**src/include/tw_pkg.sv**
```systemverilog
// Shared constants and types of the two-wire master controller
package tw_pkg;
  // Register byte offsets on the Wishbone bus
  localparam logic [7:0] ADR_CTRL = 8'h00;
  localparam logic [7:0] ADR_STAT = 8'h04;
  localparam logic [7:0] ADR_DATA = 8'h08;
  localparam logic [7:0] ADR_RATE = 8'h0C;
  localparam logic [7:0] ADR_OWN = 8'h10;
  // Control register bit positions
  localparam int CTL_FLAG = 7;
  localparam int CTL_ACK = 6;
  localparam int CTL_STA = 5;
  localparam int CTL_STO = 4;
  localparam int CTL_WCOL = 3;
  localparam int CTL_EN = 2;
  localparam int CTL_IE = 0;
  // Reset values
  localparam logic [7:0] CTRL_RST = 8'h00;
  localparam logic [7:0] OWN_RST = 8'h00;
  localparam logic [7:0] DATA_RST = 8'hFF;
  localparam logic [1:0] PRESC_RST = 2'h0;
  // Bus rate: the rate register counts quarter bit periods
  localparam int CLK_KHZ = 10000;
  localparam int BUS_KHZ = 100;
  localparam logic [7:0] RATE_RST = 8'((CLK_KHZ + 4 * BUS_KHZ - 1) / (4 * BUS_KHZ) - 1);
  // Status codes, prescaler bits zero
  localparam logic [7:0] ST_START = 8'h08;
  localparam logic [7:0] ST_RSTART = 8'h10;
  localparam logic [7:0] ST_AW_ACK = 8'h18;
  localparam logic [7:0] ST_AW_NACK = 8'h20;
  localparam logic [7:0] ST_DW_ACK = 8'h28;
  localparam logic [7:0] ST_DW_NACK = 8'h30;
  localparam logic [7:0] ST_ARB_LOST = 8'h38;
  localparam logic [7:0] ST_AR_ACK = 8'h40;
  localparam logic [7:0] ST_AR_NACK = 8'h48;
  localparam logic [7:0] ST_DR_ACK = 8'h50;
  localparam logic [7:0] ST_DR_NACK = 8'h58;
  localparam logic [7:0] ST_SW_ADDR = 8'h68;
  localparam logic [7:0] ST_GC_ADDR = 8'h78;
  localparam logic [7:0] ST_SR_ADDR = 8'hB0;
  localparam logic [7:0] ST_NONE = 8'hF8;
  typedef enum logic [3:0] {
    FSM_IDLE = 4'h0,
    FSM_WAIT_FREE = 4'h1,
    FSM_START = 4'h2,
    FSM_BITS = 4'h3,
    FSM_HOLD = 4'h4,
    FSM_STOP = 4'h5,
    FSM_FOLLOW = 4'h6,
    FSM_FOLLOW_ACK = 4'h7,
    FSM_LOST = 4'h8
  } tw_fsm_type;
endpackage

```
**src/core/tw_master.sv**
```systemverilog
// Two-wire bus master transmitter with Wishbone register access
// Contract
// [RQ1] Software requests START: flag-clear 1, start 1, stop 0, enable 1, reserved 0.
// [RQ2] A START request waits until the bus is free, then sends START.
// [RQ3] After START goes out, the flag is set and status 0x08 shown.
// [RQ4] Writing one to the flag clears it and lets the bus operation continue.
// [RQ5] Address with write bit enters send mode; with read bit enters receive mode.
// [RQ6] Software masks the prescaler bits before reading the status code.
// [RQ7] After address and write bit: flag set, 0x18 ack, 0x20 nack, 0x38 lost.
// [RQ8] Data write while flag low is dropped and sets write collision.
// [RQ9] Software loads the data register only while the flag is high.
// [RQ10] Software requests STOP: flag-clear 1, start 0, stop 1, enable 1.
// [RQ11] Repeated START reports 0x10 and keeps the bus for the next address.
// [RQ12] In 0x10, address with read bit is sent and receive mode follows.
// [RQ13] In 0x18..0x30, clearing with start and stop low sends the loaded byte.
// [RQ14] After a data byte: 0x28 when acknowledged, 0x30 when not.
// [RQ15] Clearing with start alone gives repeated START; stop alone gives STOP, stop self-clears.
// [RQ16] Clearing with start and stop both high gives STOP then START; stop self-clears.
// [RQ17] In 0x38, clear with start low releases bus; start high queues a START.
// [RQ18] Lost arbitration while addressed as slave reports 0x68, 0x78 or 0xB0.
// [RQ19] While the flag is set the bus transfer stays suspended.
// [RQ20] Write direction bit is low; acknowledge is data low, no acknowledge high.
// [RQ21] Bytes shift out most significant bit first, eight bits plus one ack clock.
`timescale 1ns/1ps
module tw_master
  import tw_pkg::*;
(
  input wire logic clk,
  input wire logic rst,
  input wire logic wb_cyc_i,
  input wire logic wb_stb_i,
  input wire logic wb_we_i,
  input wire logic [7:0] wb_adr_i,
  input wire logic [3:0] wb_sel_i,
  input wire logic [31:0] wb_dat_i,
  output logic [31:0] wb_dat_o,
  output logic wb_ack_o,
  input wire logic scl_i,
  output logic scl_o,
  output logic scl_oe,
  input wire logic sda_i,
  output logic sda_o,
  output logic sda_oe
);
  typedef struct packed {
    tw_fsm_type st;
    logic [1:0] ph;
    logic [3:0] bit_n;
    logic flag;
    logic ack_en;
    logic start_bit_field;
    logic stop_bit_field;
    logic wcol;
    logic en;
    logic ie;
    logic [7:0] shift;
    logic [7:0] code;
    logic [1:0] presc;
    logic [7:0] rate;
    logic [7:0] own;
    logic busy;
    logic addr_ph;
    logic rx_mode;
    logic rep;
    logic scl_oe;
    logic sda_oe;
    logic scl_o;
    logic sda_o;
    logic wb_ack;
    logic [31:0] wb_dat;
  } tw_regs_type;

  tw_regs_type q;
  tw_regs_type d;
  logic scl_f;
  logic scl_rise;
  logic scl_fall;
  logic sda_f;
  logic sda_rise;
  logic sda_fall;
  logic tick;
  logic req;
  logic wr;
  logic [2:0] sel;
  logic [7:0] rd_val;
  logic obit;
  logic adv;
  logic ack_seen;
  logic match_own;
  logic match_gc;

  // Register index: 1 ctrl, 2 status, 3 data, 4 rate, 5 own address, 0 unmapped
  function automatic logic [2:0] reg_sel(input logic [7:0] adr);
    if (adr == ADR_CTRL) begin
      return 3'h1;
    end else if (adr == ADR_STAT) begin
      return 3'h2;
    end else if (adr == ADR_DATA) begin
      return 3'h3;
    end else if (adr == ADR_RATE) begin
      return 3'h4;
    end else if (adr == ADR_OWN) begin
      return 3'h5;
    end else begin
      return 3'h0;
    end
  endfunction

  tw_sync u_scl_sync (
    .clk(clk),
    .rst(rst),
    .pin(scl_i),
    .level(scl_f),
    .rise(scl_rise),
    .fall(scl_fall)
  );

  tw_sync u_sda_sync (
    .clk(clk),
    .rst(rst),
    .pin(sda_i),
    .level(sda_f),
    .rise(sda_rise),
    .fall(sda_fall)
  );

  tw_tick u_tick (
    .clk(clk),
    .rst(rst),
    .clr(q.st == FSM_IDLE),
    .rate(q.rate),
    .presc(q.presc),
    .tick(tick)
  );

  always_comb begin
    d = q;
    d.wb_ack = 1'b0;
    d.scl_o = 1'b0;
    d.sda_o = 1'b0;
    req = wb_cyc_i & wb_stb_i & ~q.wb_ack;
    // A write lands at the edge where the master samples ack, while it still holds the request
    wr = wb_cyc_i & wb_stb_i & q.wb_ack & wb_we_i & wb_sel_i[0];
    sel = reg_sel(wb_adr_i);
    ack_seen = ~sda_f; // [RQ20]
    match_own = (q.shift[7:1] == q.own[7:1]);
    match_gc = (q.shift == 8'h00) & q.own[0];
    // Ninth bit: sender releases, receiver drives the ack level
    if (q.bit_n < 4'h8) begin
      obit = q.shift[7]; // [RQ21]
    end else if (q.rx_mode && !q.addr_ph) begin
      obit = ~q.ack_en;
    end else begin
      obit = 1'b1;
    end
    // High phases wait for the line so a stretching slave is honoured
    adv = tick & ((q.ph < 2'h2) | scl_f);

    case (sel)
      3'h1: rd_val = {q.flag, q.ack_en, q.start_bit_field, q.stop_bit_field, q.wcol, q.en, 1'b0, q.ie};
      3'h2: rd_val = {q.code[7:3], 1'b0, q.presc}; // [RQ6]
      3'h3: rd_val = q.shift;
      3'h4: rd_val = q.rate;
      3'h5: rd_val = q.own;
      default: rd_val = 8'h00;
    endcase
    if (req) begin
      d.wb_ack = 1'b1;
      d.wb_dat = wb_we_i ? 32'h00000000 : {24'h000000, rd_val};
    end

    if (wr) begin
      if (sel == 3'h1) begin
        if (wb_dat_i[CTL_FLAG]) begin
          d.flag = 1'b0; // [RQ4]
        end
        d.ack_en = wb_dat_i[CTL_ACK];
        d.start_bit_field = wb_dat_i[CTL_STA]; // [RQ1] [RQ10]
        d.stop_bit_field = wb_dat_i[CTL_STO];
        d.en = wb_dat_i[CTL_EN];
        d.ie = wb_dat_i[CTL_IE];
      end else if (sel == 3'h2) begin
        d.presc = wb_dat_i[1:0];
      end else if (sel == 3'h3) begin
        // Shift register doubles as data buffer, so loads mid-byte are refused
        if (q.flag) begin
          d.shift = wb_dat_i[7:0];
          d.wcol = 1'b0;
        end else begin
          d.wcol = 1'b1; // [RQ8]
        end
      end else if (sel == 3'h4) begin
        d.rate = wb_dat_i[7:0];
      end else if (sel == 3'h5) begin
        d.own = wb_dat_i[7:0];
      end
    end

    // Bus ownership by any master, from START and STOP on the lines
    if (sda_fall && scl_f) begin
      d.busy = 1'b1;
    end else if (sda_rise && scl_f) begin
      d.busy = 1'b0;
    end

    case (q.st)
      FSM_IDLE: begin
        d.scl_oe = 1'b0;
        d.sda_oe = 1'b0;
        d.code = ST_NONE;
        d.stop_bit_field = 1'b0;
        if (q.en && q.start_bit_field && !q.flag) begin
          d.st = FSM_WAIT_FREE;
        end
      end
      FSM_WAIT_FREE: begin
        d.scl_oe = 1'b0;
        d.sda_oe = 1'b0;
        if (!q.busy) begin
          d.st = FSM_START; // [RQ2]
          d.ph = 2'h2;
          d.rep = 1'b0;
        end
      end
      FSM_START: begin
        d.scl_oe = (q.ph == 2'h0);
        d.sda_oe = (q.ph >= 2'h2);
        if (tick) begin
          d.ph = q.ph + 2'h1;
          if (q.ph == 2'h3) begin
            d.st = FSM_HOLD;
            d.addr_ph = 1'b1;
            d.bit_n = 4'h0;
            d.code = q.rep ? ST_RSTART : ST_START; // [RQ3] [RQ11]
            d.flag = 1'b1;
            d.sda_oe = 1'b1;
            d.scl_oe = 1'b1;
          end
        end
      end
      FSM_BITS: begin
        d.scl_oe = (q.ph < 2'h2);
        // Data moves one cycle after the clock is low, so no edge looks like START or STOP
        d.sda_oe = (q.ph == 2'h0 && !q.scl_oe) ? q.sda_oe : ~obit;
        if (adv) begin
          d.ph = q.ph + 2'h1;
          if (q.ph == 2'h3 && q.bit_n < 4'h8) begin
            d.shift = {q.shift[6:0], sda_f}; // [RQ21]
            d.bit_n = q.bit_n + 4'h1;
            // Receive data bits are released by design, no arbitration there
            if (obit && !sda_f && (q.addr_ph || !q.rx_mode)) begin
              d.scl_oe = 1'b0;
              d.sda_oe = 1'b0;
              if (q.addr_ph) begin
                d.st = FSM_FOLLOW;
              end else begin
                d.st = FSM_LOST;
                d.code = ST_ARB_LOST; // [RQ7]
                d.flag = 1'b1;
              end
            end
          end else if (q.ph == 2'h3) begin
            d.st = FSM_HOLD;
            d.flag = 1'b1;
            d.addr_ph = 1'b0;
            d.scl_oe = 1'b1;
            d.sda_oe = q.sda_oe;
            if (q.addr_ph && !q.rx_mode) begin
              d.code = ack_seen ? ST_AW_ACK : ST_AW_NACK; // [RQ7]
            end else if (q.addr_ph) begin
              d.code = ack_seen ? ST_AR_ACK : ST_AR_NACK; // [RQ5]
            end else if (q.rx_mode) begin
              d.code = q.ack_en ? ST_DR_ACK : ST_DR_NACK;
            end else begin
              d.code = ack_seen ? ST_DW_ACK : ST_DW_NACK; // [RQ14]
            end
          end
        end
      end
      FSM_HOLD: begin
        // Clock held low keeps the transfer suspended
        d.scl_oe = 1'b1; // [RQ19]
        d.sda_oe = 1'b0;
        if (q.en && !q.flag) begin
          d.ph = 2'h0;
          if (q.stop_bit_field) begin
            d.st = FSM_STOP; // [RQ15] [RQ16]
          end else if (q.start_bit_field) begin
            d.st = FSM_START; // [RQ15]
            d.rep = 1'b1;
          end else begin
            d.st = FSM_BITS; // [RQ13]
            d.bit_n = 4'h0;
            if (q.addr_ph) begin
              d.rx_mode = q.shift[0]; // [RQ5] [RQ12] [RQ20]
            end else if (q.rx_mode) begin
              d.shift = DATA_RST;
            end
          end
        end
      end
      FSM_STOP: begin
        d.scl_oe = (q.ph == 2'h0);
        d.sda_oe = (q.ph < 2'h2);
        if (tick) begin
          d.ph = q.ph + 2'h1;
          if (q.ph == 2'h3) begin
            d.stop_bit_field = 1'b0; // [RQ15] [RQ16]
            d.rx_mode = 1'b0;
            d.st = q.start_bit_field ? FSM_WAIT_FREE : FSM_IDLE; // [RQ16]
          end
        end
      end
      FSM_FOLLOW: begin
        // Keep collecting the winning master's address byte
        d.scl_oe = 1'b0;
        d.sda_oe = 1'b0;
        if (scl_rise && q.bit_n < 4'h8) begin
          d.shift = {q.shift[6:0], sda_f};
          d.bit_n = q.bit_n + 4'h1;
        end
        if (!q.busy) begin
          d.st = FSM_LOST;
          d.code = ST_ARB_LOST;
          d.flag = 1'b1;
        end else if (scl_fall && q.bit_n == 4'h8) begin
          if (q.ack_en && (match_own || match_gc)) begin
            d.st = FSM_FOLLOW_ACK;
            d.sda_oe = 1'b1;
            if (match_gc) begin
              d.code = ST_GC_ADDR; // [RQ18]
            end else if (q.shift[0]) begin
              d.code = ST_SR_ADDR; // [RQ18]
            end else begin
              d.code = ST_SW_ADDR; // [RQ18]
            end
          end else begin
            d.st = FSM_LOST;
            d.code = ST_ARB_LOST; // [RQ7]
            d.flag = 1'b1;
          end
        end
      end
      FSM_FOLLOW_ACK: begin
        d.scl_oe = 1'b0;
        d.sda_oe = 1'b1;
        if (scl_fall || !q.busy) begin
          d.sda_oe = 1'b0;
          d.st = FSM_LOST;
          d.flag = 1'b1; // [RQ18]
        end
      end
      FSM_LOST: begin
        d.scl_oe = 1'b0;
        d.sda_oe = 1'b0;
        d.rx_mode = 1'b0;
        d.addr_ph = 1'b0;
        if (q.en && !q.flag) begin
          d.st = q.start_bit_field ? FSM_WAIT_FREE : FSM_IDLE; // [RQ17]
        end
      end
      default: begin
        d.st = FSM_IDLE;
      end
    endcase

    // Disabling drops the bus at once, whatever is in progress
    if (!q.en) begin
      d.st = FSM_IDLE;
      d.scl_oe = 1'b0;
      d.sda_oe = 1'b0;
      d.rx_mode = 1'b0;
      d.addr_ph = 1'b0;
    end
  end

  always_ff @(posedge clk) begin
    if (rst) begin
      q <= '0;
      q.st <= FSM_IDLE;
      q.code <= ST_NONE;
      q.shift <= DATA_RST;
      q.rate <= RATE_RST;
      q.own <= OWN_RST;
      q.presc <= PRESC_RST;
      {q.flag, q.ack_en, q.start_bit_field, q.stop_bit_field, q.wcol, q.en} <= CTRL_RST[7:2];
      q.ie <= CTRL_RST[CTL_IE];
    end else begin
      q <= d;
    end
  end

  assign wb_dat_o = q.wb_dat;
  assign wb_ack_o = q.wb_ack;
  assign scl_o = q.scl_o;
  assign scl_oe = q.scl_oe;
  assign sda_o = q.sda_o;
  assign sda_oe = q.sda_oe;
endmodule

```
**src/core/tw_sync.sv**
```systemverilog
// Three-stage pin synchroniser with agreement filter and edge pulses
`timescale 1ns/1ps
module tw_sync
  import tw_pkg::*;
(
  input wire logic clk,
  input wire logic rst,
  input wire logic pin,
  output logic level,
  output logic rise,
  output logic fall
);
  typedef struct packed {
    logic ff1;
    logic ff2;
    logic ff3;
    logic lvl;
    logic rise;
    logic fall;
  } tw_sync_type;
  tw_sync_type q;
  tw_sync_type d;
  always_comb begin
    d = q;
    d.ff1 = pin;
    d.ff2 = q.ff1;
    d.ff3 = q.ff2;
    // A change counts only once the last two stages agree
    if (q.ff2 == q.ff3) begin
      d.lvl = q.ff3;
    end
    d.rise = d.lvl & ~q.lvl;
    d.fall = ~d.lvl & q.lvl;
  end
  always_ff @(posedge clk) begin
    if (rst) begin
      q <= '{ff1: 1'b1, ff2: 1'b1, ff3: 1'b1, lvl: 1'b1, rise: 1'b0, fall: 1'b0};
    end else begin
      q <= d;
    end
  end
  assign level = q.lvl;
  assign rise = q.rise;
  assign fall = q.fall;
endmodule

```
**src/core/tw_tick.sv**
```systemverilog
// Quarter-bit tick generator scaled by rate and prescaler
`timescale 1ns/1ps
module tw_tick
  import tw_pkg::*;
(
  input wire logic clk,
  input wire logic rst,
  input wire logic clr,
  input wire logic [7:0] rate,
  input wire logic [1:0] presc,
  output logic tick
);
  typedef struct packed {
    logic [13:0] cnt;
    logic tick;
  } tw_tick_type;
  tw_tick_type q;
  tw_tick_type d;
  logic [13:0] limit;
  always_comb begin
    // Prescaler multiplies the count limit by 4 to the power presc; a tick comes every limit plus one cycles
    limit = {6'h00, rate} << {presc, 1'b0};
    d = q;
    d.tick = 1'b0;
    if (clr) begin
      d.cnt = 14'h0000;
    end else if (q.cnt >= limit) begin
      d.cnt = 14'h0000;
      d.tick = 1'b1;
    end else begin
      d.cnt = q.cnt + 14'h0001;
    end
  end
  always_ff @(posedge clk) begin
    if (rst) begin
      q <= '0;
    end else begin
      q <= d;
    end
  end
  assign tick = q.tick;
endmodule

```
**config.mk**
```make
export PLATFORM = sky130hd
export DESIGN_NAME = tw_master
export DESIGN_NICKNAME = d
export VERILOG_FILES = /design/src/include/tw_pkg.sv /design/src/core/tw_master.sv /design/src/core/tw_sync.sv /design/src/core/tw_tick.sv
export SDC_FILE = /design/constraint.sdc
export NUM_CORES = 1
export LEC_CHECK = 0
export BUFFER_PORTS_ARGS = -buffer_cell sky130_fd_sc_hd__buf_4
export CORE_MARGIN = 2
export CORE_UTILIZATION = 59
export CTS_BUF_LIST = sky130_fd_sc_hd__clkbuf_2
export DETAILED_ROUTE_END_ITERATION = 16
export PLACE_DENSITY = 0.82
export SETUP_SLACK_MARGIN = 0.2
export SLEW_MARGIN = 10
export SYNTH_ARGS = -nofsm -noshare
export SYNTH_HDL_FRONTEND = slang
export SYNTH_HIERARCHICAL = 1
export SYNTH_SLANG_ARGS = --single-unit
```
**constraint.sdc**
```tcl
create_clock -name clk -period 2.85 [get_ports clk]
set_input_delay 0.1425 -clock clk [delete_from_list [all_inputs] [get_ports clk]]
set_output_delay 0.1425 -clock clk [all_outputs]
set_load 0.1 [all_outputs]
```
==> results by group <==
Logic synthesis
  • Synth cell count leaders: dfxtp_1 (90), nand2_1 (76), nor2_1 (55)
  • Ys flop type: dfxtp_1
  • Synth Area in Adders: 0.04544
  • Count leader, synth: dfxtp_1
  • Synth Warn #: 6
  • Sequential share of the synthesized area: 0.3116
  • Mapped Area: 5782 um^2
  • Synth area leaders: dfxtp_1 (31%), mux2_2 (5.5%), mux2i_1 (5.4%)
  • EDFF count, synth: 0
  • Yosys cell types: 77
  • Yosys top cell by area: dfxtp_1
  • Post-synthesis register bit count: 90
  • Mux share of post-synthesis cell area: 0.1082
  • Post-synthesis cell count: 687
  • Largest family of logic cells by synthesized area: simple AND/OR/NAND/NOR gates
  • Synth Area in Simple Gates: 0.2311
  • XOR/XNOR Fraction of Synth Area: 0.02878
  • Area share of the largest cell type after synthesis: 0.3116
  • Synth Area per Inst: 8.416 um^2
  • Synthesized-area fraction occupied by ao, oa, aoi and oai cells: 0.1928
  • Ys async rst share: 0

Power
  • Logic pwr share: 0.116
  • Static leakage: 2.340 nW
  • Clk pwr share: 0.313
  • Net switching power: 686.4 uW
  • Switching Fraction: 0.3087
  • Max rail drop VDD: 318.4 uV
  • Reg power frac: 0.571
  • Power, Total: 2.224 mW
  • PwrDens: 352.0 nW/um^2
  • Int Pwr: 1.537 mW

Worst hold path
  • Hold/Removal Path Class: in -> reg

STA
  • Fmax: 405.5 MHz
  • Slew @ Worst Pin: 789.6 ps
  • Period utilization: 0.8654
  • Unrepaired setup endpoints after global routing: no
  • Max-slew violation count: 0
  • Post-layout minimum cycle time: 2466 ps
  • Layout Skew: 69.33 ps
  • Rel. slew slack: 0.4695
  • Total Neg Setup Slack: 0 ps
  • Fin. Hold Viols: 0
  • Final setup violation count: 0

Clock tree
  • H-tree depth: 3
  • CTS tree: built
  • Longest Clk Path Bufs: 2
  • Clk sinks: 90
  • Reg clk slew, reported paths: 290 ps
  • # Post-CTS Setup Buffers: 0
  • Clock root cell: clkbuf_2
  • Number of buffers created by CTS: 9
  • Skew-Pair Late Insertion Delay: 620 ps

Route
  • DR DRC count: 0
  • First DRT Iteration DRCs: 454
  • Final WL: 14610 um
  • Routed length per instance: 16.91 um
  • Routed Antenna Nets: 0
  • Vias: 5282
  • Vias per cell: 6.113
  • Drt pass-1 iters: 5

Floorplan
  • I/O Pins: 88
  • Die ar.: 10610 um^2
  • Core ar.: 9639 um^2
  • Initial Util: 0.5998
  • Die W: 103.0 um
  • Die height: 103.0 um
  • FP Rows: 36

Setup path
  • CP Max Fanout: 21
  • Crit Path Class: reg -> reg
  • Startpoint type of the worst setup path: register
  • Worst endpoint required time: 3390 ps
  • Worst Setup End Kind: register
  • WP data arrival: 3000 ps

Layout
  • Synth-to-layout area growth: 9.262%
  • Antenna cells: 0
  • Layout cell share with drive strength beyond 1: 0.1737
  • Design area: 6317 um^2
  • Fill count: 830
  • # nets final: 798

Global route
  • First-pass GRT wire length: 23780 um
  • Initial antenna violation count: 0
  • Global-route usage over all layers: 0.2855
  • Vias in the first global route: 4813
  • Pin count of the biggest net entering global routing: 29
  • Remaining Overflow, GRT: 0

Place
  • GPL Wtd Cong: 0.9676
  • Buffers on Ports: 34
  • Hpwl dp: 10690 um
  • DP Area: 6022 um^2

Run status
  • Outcome: completed

Job
  • Max-cap violations: 0
-- layout make-up --
type | count | area [um^2] | area share
Multi-Input combinational cell | 539 | 3607 | 0.5710
Sequential cell | 90 | 1802 | 0.2852
Timing Repair Buffer | 68 | 553.0 | 0.08754
Tap cell | 133 | 166.4 | 0.02634
Clock inverter | 6 | 71.32 | 0.01129
Inverter | 18 | 67.56 | 0.01070
Clock buffer | 10 | 50.05 | 0.007922
-- sequential cells by signal, summed over array words and instances (netlist names), 2 cells and up --
signal        cells
q                52
u_scl_sync/d      2
u_sda_sync/d      2
u_tick/q         14
wb_dat_o          8
-- power by group through the flow --
stage / Sequential [mW] / Combinational, mW / Clock (mW)
6_report: 1.27 / 0.257 / 0.696
5_1_grt: 1.27 / 0.268 / 0.771
4_1_cts: 1.27 / 0.254 / 0.710
3_5_place_dp: 1.29 / 0.237 / 0
3_3_place_gp: 1.29 / 0.235 / 0
2_1_floorplan: 1.30 / 0.213 / 0
-- final timing paths --
path                    from         endpoint  slack [ps]  depth (start not counted)
min              wb_adr_i[4]      wb_dat_o[1]          30                          3
max                    q[90]            q[83]         380                          6
min reg2reg  u_scl_sync/q[3]  u_scl_sync/rise         380                          2
max reg2reg            q[90]            q[83]         380                          6
-- routing by layer --
metal  GRT usage  part of all wire  wire [um]  up-vias
met5           0                 0          0        -
met4     0.09615             0.021        302        0
met3     0.05966             0.083       1207       32
met2      0.4545              0.47       6881      279
met1      0.3866              0.43       6219     2443
li1            -                 -          -     2528
-- critical path, cell delays in order (launching register included) --
cell	delay [ps]
dfxtp_1	830
buf_4	260
o22ai_1	70
a221o_1	410
a211oi_4	350
mux2_2	390
nor2_1	80
-- what timing repair did --
action / CTS / global route
endpoints found under the hold margin: 58 / 0
gates resized for setup: 1 / 0
hold buffers: 17 / 0
endpoints found under the setup margin: 14 / 0
-- cells by family (layout without fill, tap and decap cells) --
| group | after synthesis | in the layout |
|---|---|---|
| buffers and inverters | 83 | 102 |
| xor gates and xnor gates | 19 | 19 |
| other | 1 | 26 |
| AOI/OAI and AO/OA | 162 | 162 |
| muxes | 59 | 59 |
| DFF | 90 | 90 |
| and+or+nand+nor | 252 | 252 |
| adders and majority gates | 21 | 21 |
-- per-stage QoR --
stage          hold WS [ps]  std cells  utilization  setup WS (ps)
3_5_place_dp          329.4        831       0.6247          199.1
5_1_grt               35.12        864       0.6554          205.3
3_3_place_gp          326.7        831       0.6247          279.6
4_1_cts               6.082        864       0.6554          427.9
6_report              32.88        864       0.6554          383.7
2_1_floorplan         218.4        712            -          368.6
-- cell usage in the layout, fill, tap and decap left out, types with 8 or more instances in the layout --
cell,count
nor2b_1,9
dlygate4sd3_1,17
inv_1,16
o21ai_0,29
nand4_1,8
nand3_1,14
mux2_2,28
xor2_1,12
a211oi_1,17
nor3_1,18
mux2i_1,31
ha_1,21
nand2b_1,14
a31oi_1,14
clkbuf_2,10
nand2_1,76
dfxtp_1,90
a21oi_1,38
buf_4,51
nor2_1,55
conb_1,26
(Power assumes the default switching activity.)
